===== src/shared/ldg_pkg.sv =====
`default_nettype none
package ldg_pkg;
  localparam int CLK_PERIOD_NS = 20;
  localparam int LEAD_UNIT_NS  = 5000;
  localparam int FIELD_UNIT_NS = 8000;
  localparam int LEAD_UNIT_CYC =
    (LEAD_UNIT_NS + CLK_PERIOD_NS - 1) / CLK_PERIOD_NS;
  localparam int FIELD_UNIT_CYC =
    (FIELD_UNIT_NS + CLK_PERIOD_NS - 1) / CLK_PERIOD_NS;
  localparam int DLY_W = 17;
  localparam int AW    = 8;
  localparam int DW    = 32;
  localparam int AGC_W = 10;
  localparam int REF_W = 14;
  localparam int EVT_W = 2;

  // Printed offsets are indices; byte address is four times the index
  localparam logic [5:0] IDX_CHECK_CARD = 6'h26;
  localparam logic [5:0] IDX_REF_STORE  = 6'h34;
  localparam logic [5:0] IDX_FIELD_ON   = 6'h36;
  localparam logic [5:0] IDX_THRESH     = 6'h37;
  localparam logic [5:0] IDX_SELECT     = 6'h38;
  localparam logic [5:0] IDX_LEAD       = 6'h39;
  localparam logic [5:0] IDX_TRAIL      = 6'h3a;
  localparam logic [5:0] IDX_GAIN_CFG   = 6'h3b;
  localparam logic [5:0] IDX_CTRL       = 6'h3c;
  localparam logic [5:0] IDX_IRQ_STAT   = 6'h3d;
  localparam logic [5:0] IDX_IRQ_MASK   = 6'h3e;

  localparam int SEL_SRC_LSB   = 0;
  localparam int SEL_FIRST_SUPPLY_WAKE_OUTPUT_RF   = 2;
  localparam int SEL_SECOND_SUPPLY_WAKE_OUTPUT_DET  = 3;
  localparam int SEL_FIRST_SUPPLY_WAKE_OUTPUT_WAKE = 4;
  localparam logic [1:0] SRC_STORED   = 2'h0;
  localparam logic [1:0] SRC_MEASURE  = 2'h1;
  localparam logic [1:0] SRC_GAIN_CFG = 2'h2;
  localparam int CTRL_NEW_FW = 0;
  localparam int CTRL_LOOP   = 1;
  localparam int EVT_DETECT  = 0;
  localparam int EVT_DONE    = 1;
  localparam int CHK_BUSY    = 0;
  localparam int CHK_HIT     = 1;

  localparam logic [7:0]       BYTE_RST = 8'h00;
  localparam logic [REF_W-1:0] REF_RST  = 14'h0000;
  localparam logic [1:0]       CTRL_RST = 2'h0;
  localparam logic [EVT_W-1:0] MASK_RST = 2'h0;

  typedef enum logic [2:0] {
    ST_IDLE    = 3'h0,
    ST_STANDBY = 3'h1,
    ST_LEAD    = 3'h3,
    ST_FIELD   = 3'h2,
    ST_COMPARE = 3'h6,
    ST_TRAIL   = 3'h7
  } ldg_state_e;

  function automatic logic [DLY_W-1:0] delay_cycles(
    input logic [7:0] count,
    input logic       long_unit
  );
    logic [DLY_W-1:0] unit;
    unit = long_unit ? DLY_W'(FIELD_UNIT_CYC) : DLY_W'(LEAD_UNIT_CYC);
    return DLY_W'({9'h000, count} * unit);
  endfunction
endpackage
`default_nettype wire


===== src/shared/ldg_if.sv =====
`timescale 1ns/1ps
`default_nettype none
interface ldg_delay_if;
  logic       start;
  logic [7:0] count;
  logic       long_unit;
  logic       done;
  modport owner (output start, output count, output long_unit, input done);
  modport timer (input start, input count, input long_unit, output done);
endinterface

interface ldg_event_if;
  logic [1:0] evt;
  logic       stat_rd;
  logic [1:0] mask;
  logic [1:0] status;
  modport owner (output evt, output stat_rd, output mask, input status);
  modport keeper (input evt, input stat_rd, input mask, output status);
endinterface
`default_nettype wire


===== src/core/ldg_low_power_card_detect.sv =====
// The plain strobed port was left to the implementer.
`timescale 1ns/1ps
`default_nettype none
module ldg_low_power_card_detect (
  input  wire logic                     mclk,
  input  wire logic                     reset,
  input  wire logic                     clk_en,
  input  wire logic [ldg_pkg::AW-1:0]   reg_addr,
  input  wire logic [ldg_pkg::DW-1:0]   reg_wdata,
  input  wire logic                     reg_wr,
  input  wire logic                     reg_rd,
  output logic      [ldg_pkg::DW-1:0]   reg_rdata,
  input  wire logic                     wake_tick,
  input  wire logic [ldg_pkg::AGC_W-1:0] agc_value,
  output logic                          rf_field_on,
  output logic                          supply_wake1,
  output logic                          supply_wake2,
  output logic                          irq
);
  ldg_delay_if dly ();
  ldg_event_if ev ();

  ldg_delay u_delay (
    .mclk   (mclk),
    .reset  (reset),
    .clk_en (clk_en),
    .dly    (dly.timer)
  );

  ldg_irq u_irq (
    .mclk   (mclk),
    .reset  (reset),
    .clk_en (clk_en),
    .ev     (ev.keeper),
    .irq    (irq)
  );

  function automatic logic hit_reg(
    input logic [ldg_pkg::AW-1:0] addr,
    input logic [5:0]             idx
  );
    return addr == {idx, 2'b00};
  endfunction

  logic [ldg_pkg::REF_W-1:0] stored_reference;
  logic [7:0]                field_on_duration;
  logic [7:0]                detect_threshold;
  logic [7:0]                reference_select_byte_new;
  logic [7:0]                output_lead_time;
  logic [7:0]                output_trail_time;
  logic [ldg_pkg::REF_W-1:0] gain_loop_config_register;
  logic [1:0]                ctrl;
  logic [ldg_pkg::EVT_W-1:0] irq_mask;
  logic [ldg_pkg::AGC_W-1:0] measured_ref;
  logic                      measured_ok;
  ldg_pkg::ldg_state_e       state;
  logic                      one_shot;
  logic                      first_supply_wake_output_on;
  logic                      last_hit;

  logic                      check_req;
  logic                      loop_start;
  logic                      fw_new;
  logic                      loop_en;
  logic [1:0]                src;
  logic                      first_supply_wake_output_want;
  logic                      cycle_go;
  logic                      lead_done;
  logic                      field_done;
  logic                      finish;
  logic [ldg_pkg::AGC_W-1:0] ref_now;
  logic                      ref_ok;
  logic [ldg_pkg::AGC_W-1:0] agc_diff;
  logic                      hit;

  always_comb
  begin
    check_req = clk_en && reg_wr && hit_reg(reg_addr, ldg_pkg::IDX_CHECK_CARD);
    // Only a ctrl write takes idle to standby, so a detect stays stopped
    loop_start = clk_en && reg_wr && hit_reg(reg_addr, ldg_pkg::IDX_CTRL) &&
      reg_wdata[ldg_pkg::CTRL_LOOP];
    fw_new    = ctrl[ldg_pkg::CTRL_NEW_FW];
    loop_en   = ctrl[ldg_pkg::CTRL_LOOP];
    src       = reference_select_byte_new[ldg_pkg::SEL_SRC_LSB +: 2];
  end

  // Bit 4 only covers wake-up from standby, not a check-card pass
  always_comb
  begin
    if (fw_new)
      first_supply_wake_output_want = reference_select_byte_new[ldg_pkg::SEL_FIRST_SUPPLY_WAKE_OUTPUT_RF] ||
        (reference_select_byte_new[ldg_pkg::SEL_FIRST_SUPPLY_WAKE_OUTPUT_WAKE] &&
         !check_req);
    else
      first_supply_wake_output_want = reference_select_byte_new[ldg_pkg::SEL_FIRST_SUPPLY_WAKE_OUTPUT_RF];
  end

  always_comb
  begin
    cycle_go = (state == ldg_pkg::ST_IDLE || state == ldg_pkg::ST_STANDBY) &&
      (check_req ||
       (clk_en && state == ldg_pkg::ST_STANDBY && loop_en && wake_tick));
    lead_done  = state == ldg_pkg::ST_LEAD && dly.done;
    field_done = state == ldg_pkg::ST_FIELD && dly.done;
    finish     = (state == ldg_pkg::ST_COMPARE && !first_supply_wake_output_on) ||
      (state == ldg_pkg::ST_TRAIL && dly.done);
  end

  always_comb
  begin
    case (src)
      ldg_pkg::SRC_STORED:
      begin
        ref_now = stored_reference[ldg_pkg::AGC_W-1:0];
        ref_ok  = 1'b1;
      end
      ldg_pkg::SRC_MEASURE:
      begin
        ref_now = measured_ref;
        ref_ok  = measured_ok;
      end
      ldg_pkg::SRC_GAIN_CFG:
      begin
        ref_now = gain_loop_config_register[ldg_pkg::AGC_W-1:0];
        ref_ok  = 1'b1;
      end
      default:
      begin
        ref_now = '0;
        ref_ok  = 1'b0;
      end
    endcase
    agc_diff = (ref_now > agc_value) ? ref_now - agc_value
                                     : agc_value - ref_now;
    hit = state == ldg_pkg::ST_COMPARE && ref_ok &&
      agc_diff > {2'b00, detect_threshold};
  end

  // Lead and trail are skipped when output one is not in use
  always_comb
  begin
    dly.start     = clk_en && ((cycle_go && first_supply_wake_output_want) ||
      (cycle_go && !first_supply_wake_output_want) || lead_done ||
      (state == ldg_pkg::ST_COMPARE && first_supply_wake_output_on));
    dly.long_unit = (cycle_go && !first_supply_wake_output_want) || lead_done;
    if (dly.long_unit)
      dly.count = field_on_duration;
    else if (cycle_go)
      dly.count = output_lead_time;
    else
      dly.count = output_trail_time;
  end

  always_ff @(posedge mclk or posedge reset)
  begin
    if (reset)
    begin
      stored_reference          <= ldg_pkg::REF_RST;
      field_on_duration         <= ldg_pkg::BYTE_RST;
      detect_threshold          <= ldg_pkg::BYTE_RST;
      reference_select_byte_new <= ldg_pkg::BYTE_RST;
      output_lead_time          <= ldg_pkg::BYTE_RST;
      output_trail_time         <= ldg_pkg::BYTE_RST;
      gain_loop_config_register <= ldg_pkg::REF_RST;
      ctrl                      <= ldg_pkg::CTRL_RST;
      irq_mask                  <= ldg_pkg::MASK_RST;
    end
    else if (clk_en && reg_wr)
    begin
      if (hit_reg(reg_addr, ldg_pkg::IDX_REF_STORE))
        stored_reference <= reg_wdata[ldg_pkg::REF_W-1:0];
      if (hit_reg(reg_addr, ldg_pkg::IDX_FIELD_ON))
        field_on_duration <= reg_wdata[7:0];
      if (hit_reg(reg_addr, ldg_pkg::IDX_THRESH))
        detect_threshold <= reg_wdata[7:0];
      if (hit_reg(reg_addr, ldg_pkg::IDX_SELECT))
        reference_select_byte_new <= reg_wdata[7:0];
      if (hit_reg(reg_addr, ldg_pkg::IDX_LEAD))
        output_lead_time <= reg_wdata[7:0];
      if (hit_reg(reg_addr, ldg_pkg::IDX_TRAIL))
        output_trail_time <= reg_wdata[7:0];
      if (hit_reg(reg_addr, ldg_pkg::IDX_GAIN_CFG))
        gain_loop_config_register <= reg_wdata[ldg_pkg::REF_W-1:0];
      if (hit_reg(reg_addr, ldg_pkg::IDX_CTRL))
        ctrl <= reg_wdata[1:0];
      if (hit_reg(reg_addr, ldg_pkg::IDX_IRQ_MASK))
        irq_mask <= reg_wdata[ldg_pkg::EVT_W-1:0];
    end
  end

  // A new select byte forces a fresh measured reference
  always_ff @(posedge mclk or posedge reset)
  begin
    if (reset)
    begin
      measured_ref <= '0;
      measured_ok  <= 1'b0;
    end
    else if (clk_en)
    begin
      if (reg_wr && hit_reg(reg_addr, ldg_pkg::IDX_SELECT))
        measured_ok <= 1'b0;
      else if (state == ldg_pkg::ST_COMPARE && src == ldg_pkg::SRC_MEASURE &&
               !measured_ok)
      begin
        measured_ref <= agc_value;
        measured_ok  <= 1'b1;
      end
    end
  end

  always_ff @(posedge mclk or posedge reset)
  begin
    if (reset)
    begin
      state    <= ldg_pkg::ST_IDLE;
      one_shot <= 1'b0;
      first_supply_wake_output_on  <= 1'b0;
    end
    else if (clk_en)
    begin
      case (state)
        ldg_pkg::ST_IDLE,
        ldg_pkg::ST_STANDBY:
        begin
          if (cycle_go)
          begin
            one_shot <= check_req;
            first_supply_wake_output_on  <= first_supply_wake_output_want;
            state    <= first_supply_wake_output_want ? ldg_pkg::ST_LEAD : ldg_pkg::ST_FIELD;
          end
          else if (loop_start)
            state <= ldg_pkg::ST_STANDBY;
          else if (!loop_en)
            state <= ldg_pkg::ST_IDLE;
        end
        ldg_pkg::ST_LEAD:
          if (dly.done)
            state <= ldg_pkg::ST_FIELD;
        ldg_pkg::ST_FIELD:
          if (dly.done)
            state <= ldg_pkg::ST_COMPARE;
        ldg_pkg::ST_COMPARE:
          if (first_supply_wake_output_on)
            state <= ldg_pkg::ST_TRAIL;
        ldg_pkg::ST_TRAIL:
          ;
        default:
          state <= ldg_pkg::ST_IDLE;
      endcase
      // Detection or a one-shot pass ends the loop
      if (finish)
        state <= (loop_en && !one_shot && !last_hit && !hit) ?
          ldg_pkg::ST_STANDBY : ldg_pkg::ST_IDLE;
    end
  end

  always_ff @(posedge mclk or posedge reset)
  begin
    if (reset)
      last_hit <= 1'b0;
    else if (clk_en)
    begin
      if (cycle_go)
        last_hit <= 1'b0;
      else if (hit)
        last_hit <= 1'b1;
    end
  end

  always_ff @(posedge mclk or posedge reset)
  begin
    if (reset)
      rf_field_on <= 1'b0;
    else if (clk_en)
    begin
      if ((cycle_go && !first_supply_wake_output_want) || lead_done)
        rf_field_on <= 1'b1;
      else if (field_done)
        rf_field_on <= 1'b0;
    end
  end

  always_ff @(posedge mclk or posedge reset)
  begin
    if (reset)
      supply_wake1 <= 1'b0;
    else if (clk_en)
    begin
      if (cycle_go && first_supply_wake_output_want)
        supply_wake1 <= 1'b1;
      else if (state == ldg_pkg::ST_TRAIL && dly.done)
        supply_wake1 <= 1'b0;
    end
  end

  // Held for the regulator until software reads the status or a new cycle starts
  always_ff @(posedge mclk or posedge reset)
  begin
    if (reset)
      supply_wake2 <= 1'b0;
    else if (clk_en)
    begin
      if (hit && fw_new && reference_select_byte_new[ldg_pkg::SEL_SECOND_SUPPLY_WAKE_OUTPUT_DET])
        supply_wake2 <= 1'b1;
      else if (ev.stat_rd || cycle_go)
        supply_wake2 <= 1'b0;
    end
  end

  always_comb
  begin
    ev.evt                     = '0;
    ev.evt[ldg_pkg::EVT_DETECT] = clk_en && hit;
    ev.evt[ldg_pkg::EVT_DONE]   = clk_en && finish;
    ev.stat_rd = clk_en && reg_rd && hit_reg(reg_addr, ldg_pkg::IDX_IRQ_STAT);
    ev.mask    = irq_mask;
  end

  always_ff @(posedge mclk or posedge reset)
  begin
    if (reset)
      reg_rdata <= '0;
    else if (clk_en)
    begin
      reg_rdata <= '0;
      if (reg_rd)
      begin
        if (hit_reg(reg_addr, ldg_pkg::IDX_CHECK_CARD))
        begin
          reg_rdata[ldg_pkg::CHK_BUSY] <= one_shot &&
            state != ldg_pkg::ST_IDLE && state != ldg_pkg::ST_STANDBY;
          reg_rdata[ldg_pkg::CHK_HIT] <= last_hit;
        end
        if (hit_reg(reg_addr, ldg_pkg::IDX_REF_STORE))
          reg_rdata[ldg_pkg::REF_W-1:0] <= stored_reference;
        if (hit_reg(reg_addr, ldg_pkg::IDX_FIELD_ON))
          reg_rdata[7:0] <= field_on_duration;
        if (hit_reg(reg_addr, ldg_pkg::IDX_THRESH))
          reg_rdata[7:0] <= detect_threshold;
        if (hit_reg(reg_addr, ldg_pkg::IDX_SELECT))
          reg_rdata[7:0] <= reference_select_byte_new;
        if (hit_reg(reg_addr, ldg_pkg::IDX_LEAD))
          reg_rdata[7:0] <= output_lead_time;
        if (hit_reg(reg_addr, ldg_pkg::IDX_TRAIL))
          reg_rdata[7:0] <= output_trail_time;
        if (hit_reg(reg_addr, ldg_pkg::IDX_GAIN_CFG))
          reg_rdata[ldg_pkg::REF_W-1:0] <= gain_loop_config_register;
        if (hit_reg(reg_addr, ldg_pkg::IDX_CTRL))
          reg_rdata[1:0] <= ctrl;
        if (hit_reg(reg_addr, ldg_pkg::IDX_IRQ_STAT))
          reg_rdata[ldg_pkg::EVT_W-1:0] <= ev.status;
        if (hit_reg(reg_addr, ldg_pkg::IDX_IRQ_MASK))
          reg_rdata[ldg_pkg::EVT_W-1:0] <= irq_mask;
      end
    end
  end

  // Cycles since the last timer start, for timing checks
  logic [ldg_pkg::DLY_W-1:0] phase_cyc;
  always_ff @(posedge mclk or posedge reset)
  begin
    if (reset)
      phase_cyc <= '0;
    else if (clk_en)
      phase_cyc <= dly.start ? '0 : phase_cyc + ldg_pkg::DLY_W'(1);
  end
endmodule
`default_nettype wire


===== src/core/ldg_delay.sv =====
`timescale 1ns/1ps
`default_nettype none
module ldg_delay #(
  parameter int DLY_W = ldg_pkg::DLY_W
) (
  input  wire logic mclk,
  input  wire logic reset,
  input  wire logic clk_en,
  ldg_delay_if.timer dly
);
  if (2 ** DLY_W <= 255 * ldg_pkg::FIELD_UNIT_CYC)
    $error("DLY_W too narrow for the longest delay");

  logic [DLY_W-1:0] remaining;
  logic             busy;

  always_ff @(posedge mclk or posedge reset)
  begin
    if (reset)
    begin
      remaining <= '0;
      busy      <= 1'b0;
      dly.done  <= 1'b0;
    end
    else if (clk_en)
    begin
      dly.done <= 1'b0;
      if (dly.start)
      begin
        remaining <= DLY_W'(ldg_pkg::delay_cycles(dly.count, dly.long_unit));
        busy      <= 1'b1;
      end
      else if (busy)
      begin
        if (remaining == '0)
        begin
          busy     <= 1'b0;
          dly.done <= 1'b1;
        end
        else
          remaining <= remaining - DLY_W'(1);
      end
    end
  end
endmodule
`default_nettype wire


===== src/core/ldg_irq.sv =====
`timescale 1ns/1ps
`default_nettype none
module ldg_irq (
  input  wire logic mclk,
  input  wire logic reset,
  input  wire logic clk_en,
  ldg_event_if.keeper ev,
  output logic      irq
);
  logic [ldg_pkg::EVT_W-1:0] next_status;

  // New events win over the read that clears
  always_comb
  begin
    next_status = (ev.stat_rd ? '0 : ev.status) | ev.evt;
  end

  always_ff @(posedge mclk or posedge reset)
  begin
    if (reset)
    begin
      ev.status <= '0;
      irq       <= 1'b0;
    end
    else if (clk_en)
    begin
      ev.status <= next_status;
      irq       <= |(next_status & ev.mask);
    end
  end
endmodule
`default_nettype wire


===== config.mk =====
export PLATFORM = sky130hd
export DESIGN_NAME = ldg_low_power_card_detect
export DESIGN_NICKNAME = d
export VERILOG_FILES = /design/src/shared/ldg_pkg.sv /design/src/shared/ldg_if.sv /design/src/core/ldg_low_power_card_detect.sv /design/src/core/ldg_delay.sv /design/src/core/ldg_irq.sv
export SDC_FILE = /design/constraint.sdc
export NUM_CORES = 1
export LEC_CHECK = 0
export BUFFER_PORTS_ARGS = -buffer_cell sky130_fd_sc_hd__buf_2
export CELL_PAD_IN_SITES_DETAIL_PLACEMENT = 0
export CELL_PAD_IN_SITES_GLOBAL_PLACEMENT = 1
export CORE_ASPECT_RATIO = 1.4
export CORE_MARGIN = 5
export CORE_UTILIZATION = 47
export CTS_CLUSTER_SIZE = 28
export DETAILED_ROUTE_END_ITERATION = 8
export GPL_TIMING_DRIVEN = 0
export PLACE_DENSITY_LB_ADDON = 0.12
export REMOVE_ABC_BUFFERS = 1
export SLEW_MARGIN = 15
export SYNTH_ARGS = -nofsm -noshare
export SYNTH_HDL_FRONTEND = slang
export SYNTH_SLANG_ARGS = --single-unit

===== constraint.sdc =====
create_clock -name mclk -period 7.7 [get_ports mclk]
set_input_delay 0.77 -clock mclk [delete_from_list [all_inputs] [get_ports mclk]]
set_output_delay 0.77 -clock mclk [all_outputs]
set_load 0.01 [all_outputs]

==> results of run 1 <==
==> registers in the layout, summed over array words and instances, names as in the netlist, 2 cells and up <==
name / cells
ctrl: 2
detect_threshold: 8
ev.mask: 2
field_on_duration: 8
gain_loop_config_register: 14
measured_ref: 10
output_lead_time: 8
output_trail_time: 8
reference_select_byte_new: 8
reg_rdata: 14
state: 3
stored_reference: 14
u_delay.remaining: 17
u_irq.ev.status: 2
==> per-layer routing <==
layer	global-route usage, %	routed length (microns)
met1	24.8	9210
met2	40.0	12900
met3	3.22	566
met4	8.85	699
met5	0	20
==> final cells by class <==
cell class	count	area (sq um)	area share, %
Inverter	98	373	3.66
Clock buffer	19	453	4.44
Tap cell	248	310	3.04
Timing Repair Buffer	57	310	3.04
Clock inverter	13	128	1.25
Sequential cell	128	3200	31.4
Multi-Input combinational cell	672	5420	53.2
==> stage by stage <==
step	hold slack [ns]	power (mW)	setup WS (ns)	std cells	utilization [%]
finish	0.383	2.03	1.03	1235	53.1
global route	0.425	2.14	0.540	1235	53.1
CTS	0.394	2.04	0.974	1235	53.1
detailed placement	0.470	1.24	0.566	1203	50.1
global placement	0.462	1.23	0.203	1201	49.7
floorplan	0.450	1.12	1.49	898	-
==> logic make-up after synthesis <==
family	Yosys count
AOI/OAI and AO/OA	204
xor gates and xnor gates	25
adders and majority gates	96
buffers and inverters	149
DFF	128
muxes	91
other	1
and+or+nand+nor	238
==> worst register-to-register path, stage by stage, from the launching register on <==
cell and delay (ns):
dfrtp_1 0.55, nor2_1 0.23, nand3_1 0.15, a21oi_2 0.64, nand2_1 0.12, a21oi_1 0.55, or2_1 0.26, inv_1 0.08
fa_1 0.53, inv_1 0.04, ha_1 0.27, inv_1 0.06, fa_1 0.50, fa_1 0.55, inv_1 0.04, ha_1 0.33
nor2b_1 0.14, o21ai_0 0.19, a21boi_0 0.15, o21a_1 0.21, o21ai_0 0.26, a21oi_1 0.15, o41ai_1 0.27, nor2_1 0.07
==> worst paths after layout <==
kind | cells after the start | startpoint | slack (ns) | endpoint
setup / recovery | 24 | clk_en | 1.03 | u_delay.remaining[15]
hold / removal | 2 | reset | 0.38 | measured_ref[2]
setup reg to reg | 23 | state[2] | 1.26 | u_delay.remaining[15]
hold reg to reg | 2 | measured_ref[5] | 0.48 | measured_ref[5]
max in group asynchronous | 3 | reset | 6.54 | detect_threshold[6]
min in group mclk | 2 | measured_ref[5] | 0.48 | measured_ref[5]
==> where the power goes <==
part	internal (mW)	switching [mW]	leakage, nW	total, mW
clock network	0.467	0.329	0.277	0.796
registers	0.739	0.0794	1.71	0.819
logic	0.171	0.240	2.99	0.411
total	1.38	0.649	4.98	2.03
==> synthesized netlist by cell type (all sizes together) (8+ instances only) <==
cell	instances	area, sq um
a21oi	40	211
a22oi	20	150
a31oi	13	87.6
and2	8	50.1
buf	31	200
clkbuf	20	75.1
dfrtp	128	3200
fa	31	621
ha	65	813
inv	98	368
mux2	75	845
mux2i	16	160
nand2	75	289
nand3	18	90.1
nor2	53	199
nor2b	11	68.8
nor3	22	125
o21a	14	105
o21ai	37	185
o2bb2ai	13	114
o31ai	9	77.6
or2	11	68.8
xnor2	15	131
xor2	10	87.6
==> impl_metrics.env, run 1 <==
export IMPL_status="completed"
export IMPL_async_flop_share_pct=100
export IMPL_hp_class="in2async"
export IMPL_clk_latency_ns=0.43
export IMPL_ctsHoldBuffers=0
export IMPL_core_area_sq_um=19200
export IMPL_die_area_sq_um=22500
export IMPL_yosys_mux_area_fraction_pct=10.9
export IMPL_dp_hpwl_microns=18100
export IMPL_post_cts_buffers=0
export IMPL_root_buffer="clkbuf_16"
export IMPL_synth_area_sq_um=9180
export IMPL_io_buffers=55
export IMPL_max_vdd_ir_drop_mv=0.153
export IMPL_slowest_stage="a21oi_2"
export IMPL_cp_end_kind="flop"
export IMPL_fin_crit_ns=6.67
export IMPL_wl_microns=23400
export IMPL_grt_pass1_wl_microns=38400
export IMPL_slowest_delay_ns=0.64
export IMPL_fin_area_sq_um=10200
export IMPL_syn_inst=932
export IMPL_ios=92
export IMPL_antenna_found_initial=1
export IMPL_avgSynthCellArea_sq_um=9.85
export IMPL_gr_usage_all_layers_pct=21.7
export IMPL_remaining_drc_errors=0
export IMPL_final_common_cell="dfrtp_1"
export IMPL_worstPathArrival_ns=6.97
export IMPL_ys_seq_elements=128
export IMPL_ys_flop_type="dfrtp_1"
export IMPL_rsz0062_at_grt="no"
export IMPL_cp_top_family="compound AO/OA/AOI/OAI gates"
export IMPL_avgViaCountPerCell=5.67
export IMPL_start_util_pct=47.8
export IMPL_finalSetupTns_ns=0
export IMPL_startpoint_type="primary input"
export IMPL_yosysSeqAreaShare_pct=34.9
export IMPL_yosys_area_share_simple_pct=13.5
export IMPL_critPathKind="in2reg"
export IMPL_place_area_sq_um=9620
export IMPL_drtIter0Drc=419
export IMPL_die_h_microns=175
export IMPL_grt_max_degree=78
export IMPL_final_cell_mix="dfrtp_1 (128), inv_1 (97), mux2_2 (75), nand2_1 (72), ha_1 (65)"
export IMPL_detail_route_antenna_nets=0
export IMPL_routabilityCongestion=0.850
export IMPL_cap_viol_max_count=0
export IMPL_dr_pass1_iters=5
export IMPL_layout_nets=1126
export IMPL_synth_top_family_by_area="compound AO/OA/AOI/OAI gates"
export IMPL_synth_edf_count=0
export IMPL_drive_above_1_share_pct=19.6
export IMPL_cts_max_level=4
export IMPL_cts_path_max_buffers=2
export IMPL_cpMostUsedCell="inv_1"
export IMPL_synthAdderAreaFrac_pct=15.6
export IMPL_clock_sinks=128
export IMPL_die_w_microns=128
export IMPL_cts_buffers_inserted=17
export IMPL_path_cells="buf_2 > and3_1 > nand3_1 > a21oi_2 > nand2_1 > a21oi_1 > or2_1 > inv_1 > fa_1 > inv_1 > ha_1 > inv_1 > fa_1 > fa_1 > inv_1 > ha_1 > nor2b_1 > o21ai_0 > a21boi_0 > o21a_1 > o21ai_0 > a21oi_1 > o41ai_1 > nor2_1"
export IMPL_num_rows=60
export IMPL_cellLeakagePower_nw=4.98
export IMPL_period_share_pct=86.6
export IMPL_worstPathRequired_ns=8.00
export IMPL_synth_compound_area_share_pct=15.6
export IMPL_hold_violations=0
export IMPL_cts_tree="built"
export IMPL_overflow=0
export IMPL_crit_fanout=22
export IMPL_worst_path_buf_inv=5
export IMPL_slew_headroom_pct=25.2
export IMPL_synth_xor_area_share_pct=2.38
export IMPL_cts_resized_gates=0
export IMPL_ys_types=75
export IMPL_final_max_slew_viol_count=0
export IMPL_diodes=0
export IMPL_setup_violations=0
export IMPL_yosys_warnings=0
export IMPL_n_fill_cell=1868
export IMPL_tightest_slew_ns=1.12
export IMPL_wl_per_cell_microns=18.9
export IMPL_power_density_nw_per_um2=199
export IMPL_finClkSkew_ns=0.00824
export IMPL_grt_pass1_vias=7296
export IMPL_vias=6998
export IMPL_max_freq_mhz=150
export IMPL_areaGrowthSynthToFinish_pct=11.1
export IMPL_cts_clk_slew_worst_paths_ns=0.06
(Power assumes the default switching activity.)
==> run 2, diff against run 1 <==
- BUFFER_PORTS_ARGS: -buffer_cell sky130_fd_sc_hd__buf_2 -> -buffer_cell sky130_fd_sc_hd__buf_4
==> impl_metrics.env, run 2 (synthesized netlist as in run 1, its figures left out) <==
export IMPL_root_buffer="clkbuf_16"
export IMPL_final_max_slew_viol_count=0
export IMPL_cts_tree="built"
export IMPL_max_flop_register="u_delay.remaining"
export IMPL_cellLeakagePower_nw=5.01
export IMPL_path_cells="buf_4 > nor4b_4 > nand4_2 > a21oi_2 > nand2_1 > a21oi_1 > or2_1 > inv_1 > fa_1 > inv_1 > ha_1 > inv_1 > fa_1 > fa_1 > inv_1 > ha_1 > nor2b_1 > o21ai_0 > a21boi_0 > o21a_1 > or2_2 > nor2_1 > nor3b_1 > a221o_1"
export IMPL_hold_violations=0
export IMPL_critPathKind="in2reg"
export IMPL_wl_microns=23400
export IMPL_rsz0062_at_grt="no"
export IMPL_num_rows=60
export IMPL_final_common_cell="dfrtp_1"
export IMPL_crit_fanout=14
export IMPL_io_buffers=55
export IMPL_gr_usage_all_layers_pct=21.7
export IMPL_ctsHoldBuffers=0
export IMPL_diodes=0
export IMPL_remaining_drc_errors=0
export IMPL_startpoint_type="primary input"
export IMPL_grt_pass1_vias=7366
export IMPL_grt_pass1_wl_microns=38200
export IMPL_ios=92
export IMPL_cpMostUsedCell="inv_1"
export IMPL_layout_nets=1126
export IMPL_cts_buffers_inserted=17
export IMPL_die_area_sq_um=22500
export IMPL_status="completed"
export IMPL_worstPathRequired_ns=8.01
export IMPL_fin_area_sq_um=10300
export IMPL_fin_crit_ns=6.67
export IMPL_dr_pass1_iters=5
export IMPL_overflow=0
export IMPL_finalSetupTns_ns=0
export IMPL_cts_max_level=4
export IMPL_finClkSkew_ns=0.0104
export IMPL_drtIter0Drc=415
export IMPL_final_cell_mix="dfrtp_1 (128), inv_1 (97), mux2_2 (75), nand2_1 (72), ha_1 (65)"
export IMPL_max_freq_mhz=150
export IMPL_cap_viol_max_count=0
export IMPL_die_w_microns=128
export IMPL_slowest_delay_ns=0.68
export IMPL_cp_end_kind="flop"
export IMPL_setup_violations=0
export IMPL_period_share_pct=86.7
export IMPL_antenna_found_initial=0
export IMPL_die_h_microns=175
export IMPL_clk_latency_ns=0.43
export IMPL_place_area_sq_um=9760
export IMPL_drive_above_1_share_pct=19.5
export IMPL_clock_sinks=128
export IMPL_detail_route_antenna_nets=0
export IMPL_worstPathArrival_ns=6.98
export IMPL_wl_per_cell_microns=18.9
export IMPL_start_util_pct=47.8
export IMPL_post_cts_buffers=0
export IMPL_tightest_slew_ns=1.13
export IMPL_max_vdd_ir_drop_mv=0.148
export IMPL_dp_hpwl_microns=18100
export IMPL_core_area_sq_um=19200
export IMPL_largest_reg_flops=17
export IMPL_cts_clk_slew_worst_paths_ns=0.06
export IMPL_power_density_nw_per_um2=194
export IMPL_routabilityCongestion=0.860
export IMPL_slowest_stage="a21oi_2"
export IMPL_vias=6946
export IMPL_slew_headroom_pct=24.7
export IMPL_hp_class="in2async"
export IMPL_areaGrowthSynthToFinish_pct=12.3
export IMPL_grt_max_degree=78
export IMPL_cts_path_max_buffers=2
export IMPL_cts_resized_gates=0
export IMPL_avgViaCountPerCell=5.63
==> run 2: changes by cell type in the layout (fill, tap and decap cells not counted) <==
cell,previous run,this run
buf_2,55,0
buf_4,1,56
inv_6,6,2
clkinv_2,1,4
clkbuf_8,2,1
clkinv_4,3,4
==> run 2: per-layer routing <==
layer / vias up / wire length (microns) / global-route usage, %
met3: 31 / 769 / 3.89
met4: 0 / 527 / 7.26
met2: 116 / 13200 / 41.2
met5: - / 0 / 0
met1: 3445 / 8870 / 23.8
li1: 3354 / - / -
==> run 2: cell type report <==
class                      count  area [sq um]
clock buffer                  18           439
fill                        1828          8910
multi-input combinational    672          5420
sequential                   128          3200
clock inverter                13           116
inverter                      98           373
timing repair buffer          57           448
tap                          248           310
==> run 2: power by group <==
part	leakage, nW	switching [mW]	internal, mW	total [mW]
logic	3.03	0.239	0.178	0.416
registers	1.71	0.0797	0.740	0.819
clock network	0.268	0.310	0.450	0.760
total	5.01	0.629	1.37	2.00
==> run 2: worst max-delay path, delay by kind of cell <==
family / cells / cell delay (ns)
and+or+nand+nor: 8 / 1.56
AOI/OAI and AO/OA: 6 / 2.12
buffers and inverters: 5 / 0.35
adders and majority gates: 5 / 2.16
==> run 2: worst paths after layout <==
kind / from / end / slack (ns) / cells after the start
max in group asynchronous: reset / output_lead_time[5] / 6.56 / 3
worst min register to register: measured_ref[6] / measured_ref[6] / 0.48 / 2
worst max-delay path: reg_addr[2] / u_delay.remaining[11] / 1.03 / 24
min in group mclk: measured_ref[6] / measured_ref[6] / 0.48 / 2
worst min-delay path: reset / u_irq.irq / 0.38 / 2
worst max register to register: state[2] / u_delay.remaining[11] / 1.20 / 23
==> run 2: through the flow <==
| stage | hold slack (ns) | util [%] | power, mW | cells | worst slack [ns] |
|---|---|---|---|---|---|
| global placement | 0.461 | 50.4 | 1.24 | 1201 | 0.243 |
| CTS | 0.394 | 53.7 | 2.02 | 1234 | 0.982 |
| detailed placement | 0.470 | 50.8 | 1.25 | 1203 | 0.540 |
| floorplan | 0.450 | - | 1.12 | 898 | 1.49 |
| finish | 0.383 | 53.7 | 2.00 | 1234 | 1.03 |
| global route | 0.419 | 53.7 | 2.11 | 1234 | 0.633 |
==> run 3, diff against run 2 <==
- ABC_AREA: default -> 1
- CORE_UTILIZATION: 47 -> 45
==> impl_metrics.env, run 3 <==
export IMPL_status="completed"
export IMPL_slew_headroom_pct=32.0
export IMPL_yosys_warnings=0
export IMPL_synth_edf_count=0
export IMPL_remaining_drc_errors=0
export IMPL_diodes=0
export IMPL_critPathKind="in2reg"
export IMPL_gr_usage_all_layers_pct=21.6
export IMPL_grt_pass1_vias=8044
export IMPL_yosysSeqAreaShare_pct=34.4
export IMPL_fin_area_sq_um=10500
export IMPL_crit_fanout=17
export IMPL_place_area_sq_um=9900
export IMPL_dp_hpwl_microns=19700
export IMPL_grt_use_met2_pct=42.0
export IMPL_startpoint_type="primary input"
export IMPL_finalSetupTns_ns=0
export IMPL_vias=7736
export IMPL_cts_resized_gates=0
export IMPL_post_cts_buffers=0
export IMPL_num_rows=62
export IMPL_synth_common_cells="nand2_1 (296), inv_1 (210), dfrtp_1 (128)"
export IMPL_final_common_cell="nand2_1"
export IMPL_antenna_found_initial=0
export IMPL_cts_max_level=4
export IMPL_detail_route_antenna_nets=0
export IMPL_dr_pass1_iters=5
export IMPL_clock_sinks=128
export IMPL_ys_top_cells_by_area="dfrtp_1 (34%), nand2_1 (12%), ha_1 (8.7%)"
export IMPL_n_fill_cell=2103
export IMPL_cts_clk_slew_worst_paths_ns=0.06
export IMPL_die_h_microns=180
export IMPL_finalPower_mw=1.66
export IMPL_fin_crit_ns=6.31
export IMPL_drive_above_1_share_pct=10.7
export IMPL_wl_per_cell_microns=16.3
export IMPL_max_vdd_ir_drop_mv=0.154
export IMPL_ios=92
export IMPL_die_w_microns=132
export IMPL_avgViaCountPerCell=5.06
export IMPL_cts_buffers_inserted=17
export IMPL_grt_busiest_layer="met2"
export IMPL_worstPathArrival_ns=6.61
export IMPL_slowest_delay_ns=0.57
export IMPL_power_density_nw_per_um2=159
export IMPL_setup_violations=0
export IMPL_ctsHoldBuffers=0
export IMPL_grt_max_degree=108
export IMPL_core_area_sq_um=20500
export IMPL_drtIter0Drc=416
export IMPL_cts_path_max_buffers=2
export IMPL_final_max_slew_viol_count=0
export IMPL_clk_latency_ns=0.43
export IMPL_start_util_pct=45.5
export IMPL_ys_flop_type="dfrtp_1"
export IMPL_synth_most_common_cell="nand2_1"
export IMPL_synth_top_area_share_pct=34.4
export IMPL_slowest_stage="fa_1"
export IMPL_worstPathRequired_ns=8.00
export IMPL_synthDominantAreaCellType="dfrtp_1"
export IMPL_async_flop_share_pct=100
export IMPL_hp_class="in2async"
export IMPL_cp_end_kind="flop"
export IMPL_die_area_sq_um=23700
export IMPL_max_flop_register="u_delay.remaining"
export IMPL_final_core_util_pct=51.1
export IMPL_synth_area_sq_um=9310
export IMPL_multiInputGateArea_sq_um=5090
export IMPL_met1_usage_pct=24.0
export IMPL_grt_pass1_wl_microns=41300
export IMPL_regArea_sq_um=3200
export IMPL_ys_types=55
export IMPL_cpMostUsedCell="inv_1"
export IMPL_areaGrowthSynthToFinish_pct=12.5
export IMPL_cellLeakagePower_nw=5.57
export IMPL_largest_reg_flops=17
export IMPL_final_cell_mix="nand2_1 (296), inv_1 (209), dfrtp_1 (128), o21ai_0 (127)"
export IMPL_cts_tree="built"
export IMPL_io_buffers=55
export IMPL_layout_setup_ws_ns=1.39
export IMPL_avgSynthCellArea_sq_um=7.71
export IMPL_finClkSkew_ns=0.00804
export IMPL_hold_violations=0
export IMPL_syn_inst=1208
export IMPL_rsz0062_at_grt="no"
export IMPL_overflow=0
export IMPL_layout_nets=1411
export IMPL_cap_viol_max_count=0
export IMPL_wl_microns=24900
export IMPL_period_share_pct=82.0
export IMPL_max_freq_mhz=158
export IMPL_grt_met3_usage_pct=3.02
export IMPL_tightest_slew_ns=1.02
export IMPL_ys_seq_elements=128
export IMPL_dp_slack_ns=0.862
export IMPL_root_buffer="clkbuf_16"
export IMPL_routabilityCongestion=0.840
-- run 3: changes by cell type after synthesis, sizes merged, moves of 12 or more --
cell,previous run,this run
nand3,18,38
o211ai,7,22
a22oi,20,0
inv,98,219
o21ai,37,139
nand2,75,305
o21a,14,2
o2bb2ai,13,0
mux2,75,0
nor2,53,77
-- run 3: kinds of logic after synthesis --
| group | after synthesis | synth area share, % |
|---|---|---|
| muxes | 5 | 0.538 |
| buffers and inverters | 263 | 11.7 |
| and+or+nand+nor | 448 | 20.5 |
| adders and majority gates | 96 | 15.4 |
| other | 1 | 0.0403 |
| xor gates and xnor gates | 18 | 1.69 |
| DFF | 128 | 34.4 |
| AOI/OAI and AO/OA | 249 | 15.8 |
-- run 3: layout make-up --
class	count	area share [%]
clock buffers	22	4.43
inverters	222	8.08
multi-input cells	834	48.6
flip-flops and latches	128	30.6
well taps	256	3.06
repair buffers	56	4.21
clock inverters	10	1.06
-- run 3: power by group --
| part | switching (mW) | internal, mW |
|---|---|---|
| combinational | 0.108 | 0.0578 |
| clock | 0.311 | 0.491 |
| sequential | 0.00885 | 0.685 |
-- run 3: path summary, 6_finish.rpt --
kind | start | to | slack (ns) | depth (start not counted)
max | reg_addr[1] | u_delay.remaining[14] | 1.39 | 31
min | reset | u_delay.remaining[13] | 0.27 | 2
max reg2reg | state[1] | u_delay.remaining[14] | 1.58 | 30
min reg2reg | reg_rdata[2] | reg_rdata[2] | 0.48 | 2
max in group asynchronous | reset | u_irq.ev.status[0] | 6.63 | 3
min in group mclk | reg_rdata[2] | reg_rdata[2] | 0.48 | 2
-- run 3: metal layers --
metal,vias to the layer above,part of all wire [%]
met5,-,0
li1,3952,-
met3,29,2.7
met4,0,1.7
met1,3632,39
met2,123,57
-- run 3: worst max-delay path: cells and delay by family --
| kind | cells | cell delay (ns) |
|---|---|---|
| AO/OA/AOI/OAI | 5 | 0.75 |
| XOR/XNOR | 1 | 0.19 |
| adder cells (fa/ha/maj) | 5 | 2.43 |
| buffers and inverters | 8 | 0.67 |
| AND/OR/NAND/NOR | 12 | 1.80 |
-- run 3: through the flow --
step / cells / hold slack [ns]
floorplan: 1184 / 0.449
global placement: 1495 / 0.464
detailed placement: 1496 / 0.471
CTS: 1528 / 0.259
global route: 1528 / 0.264
finish: 1528 / 0.272
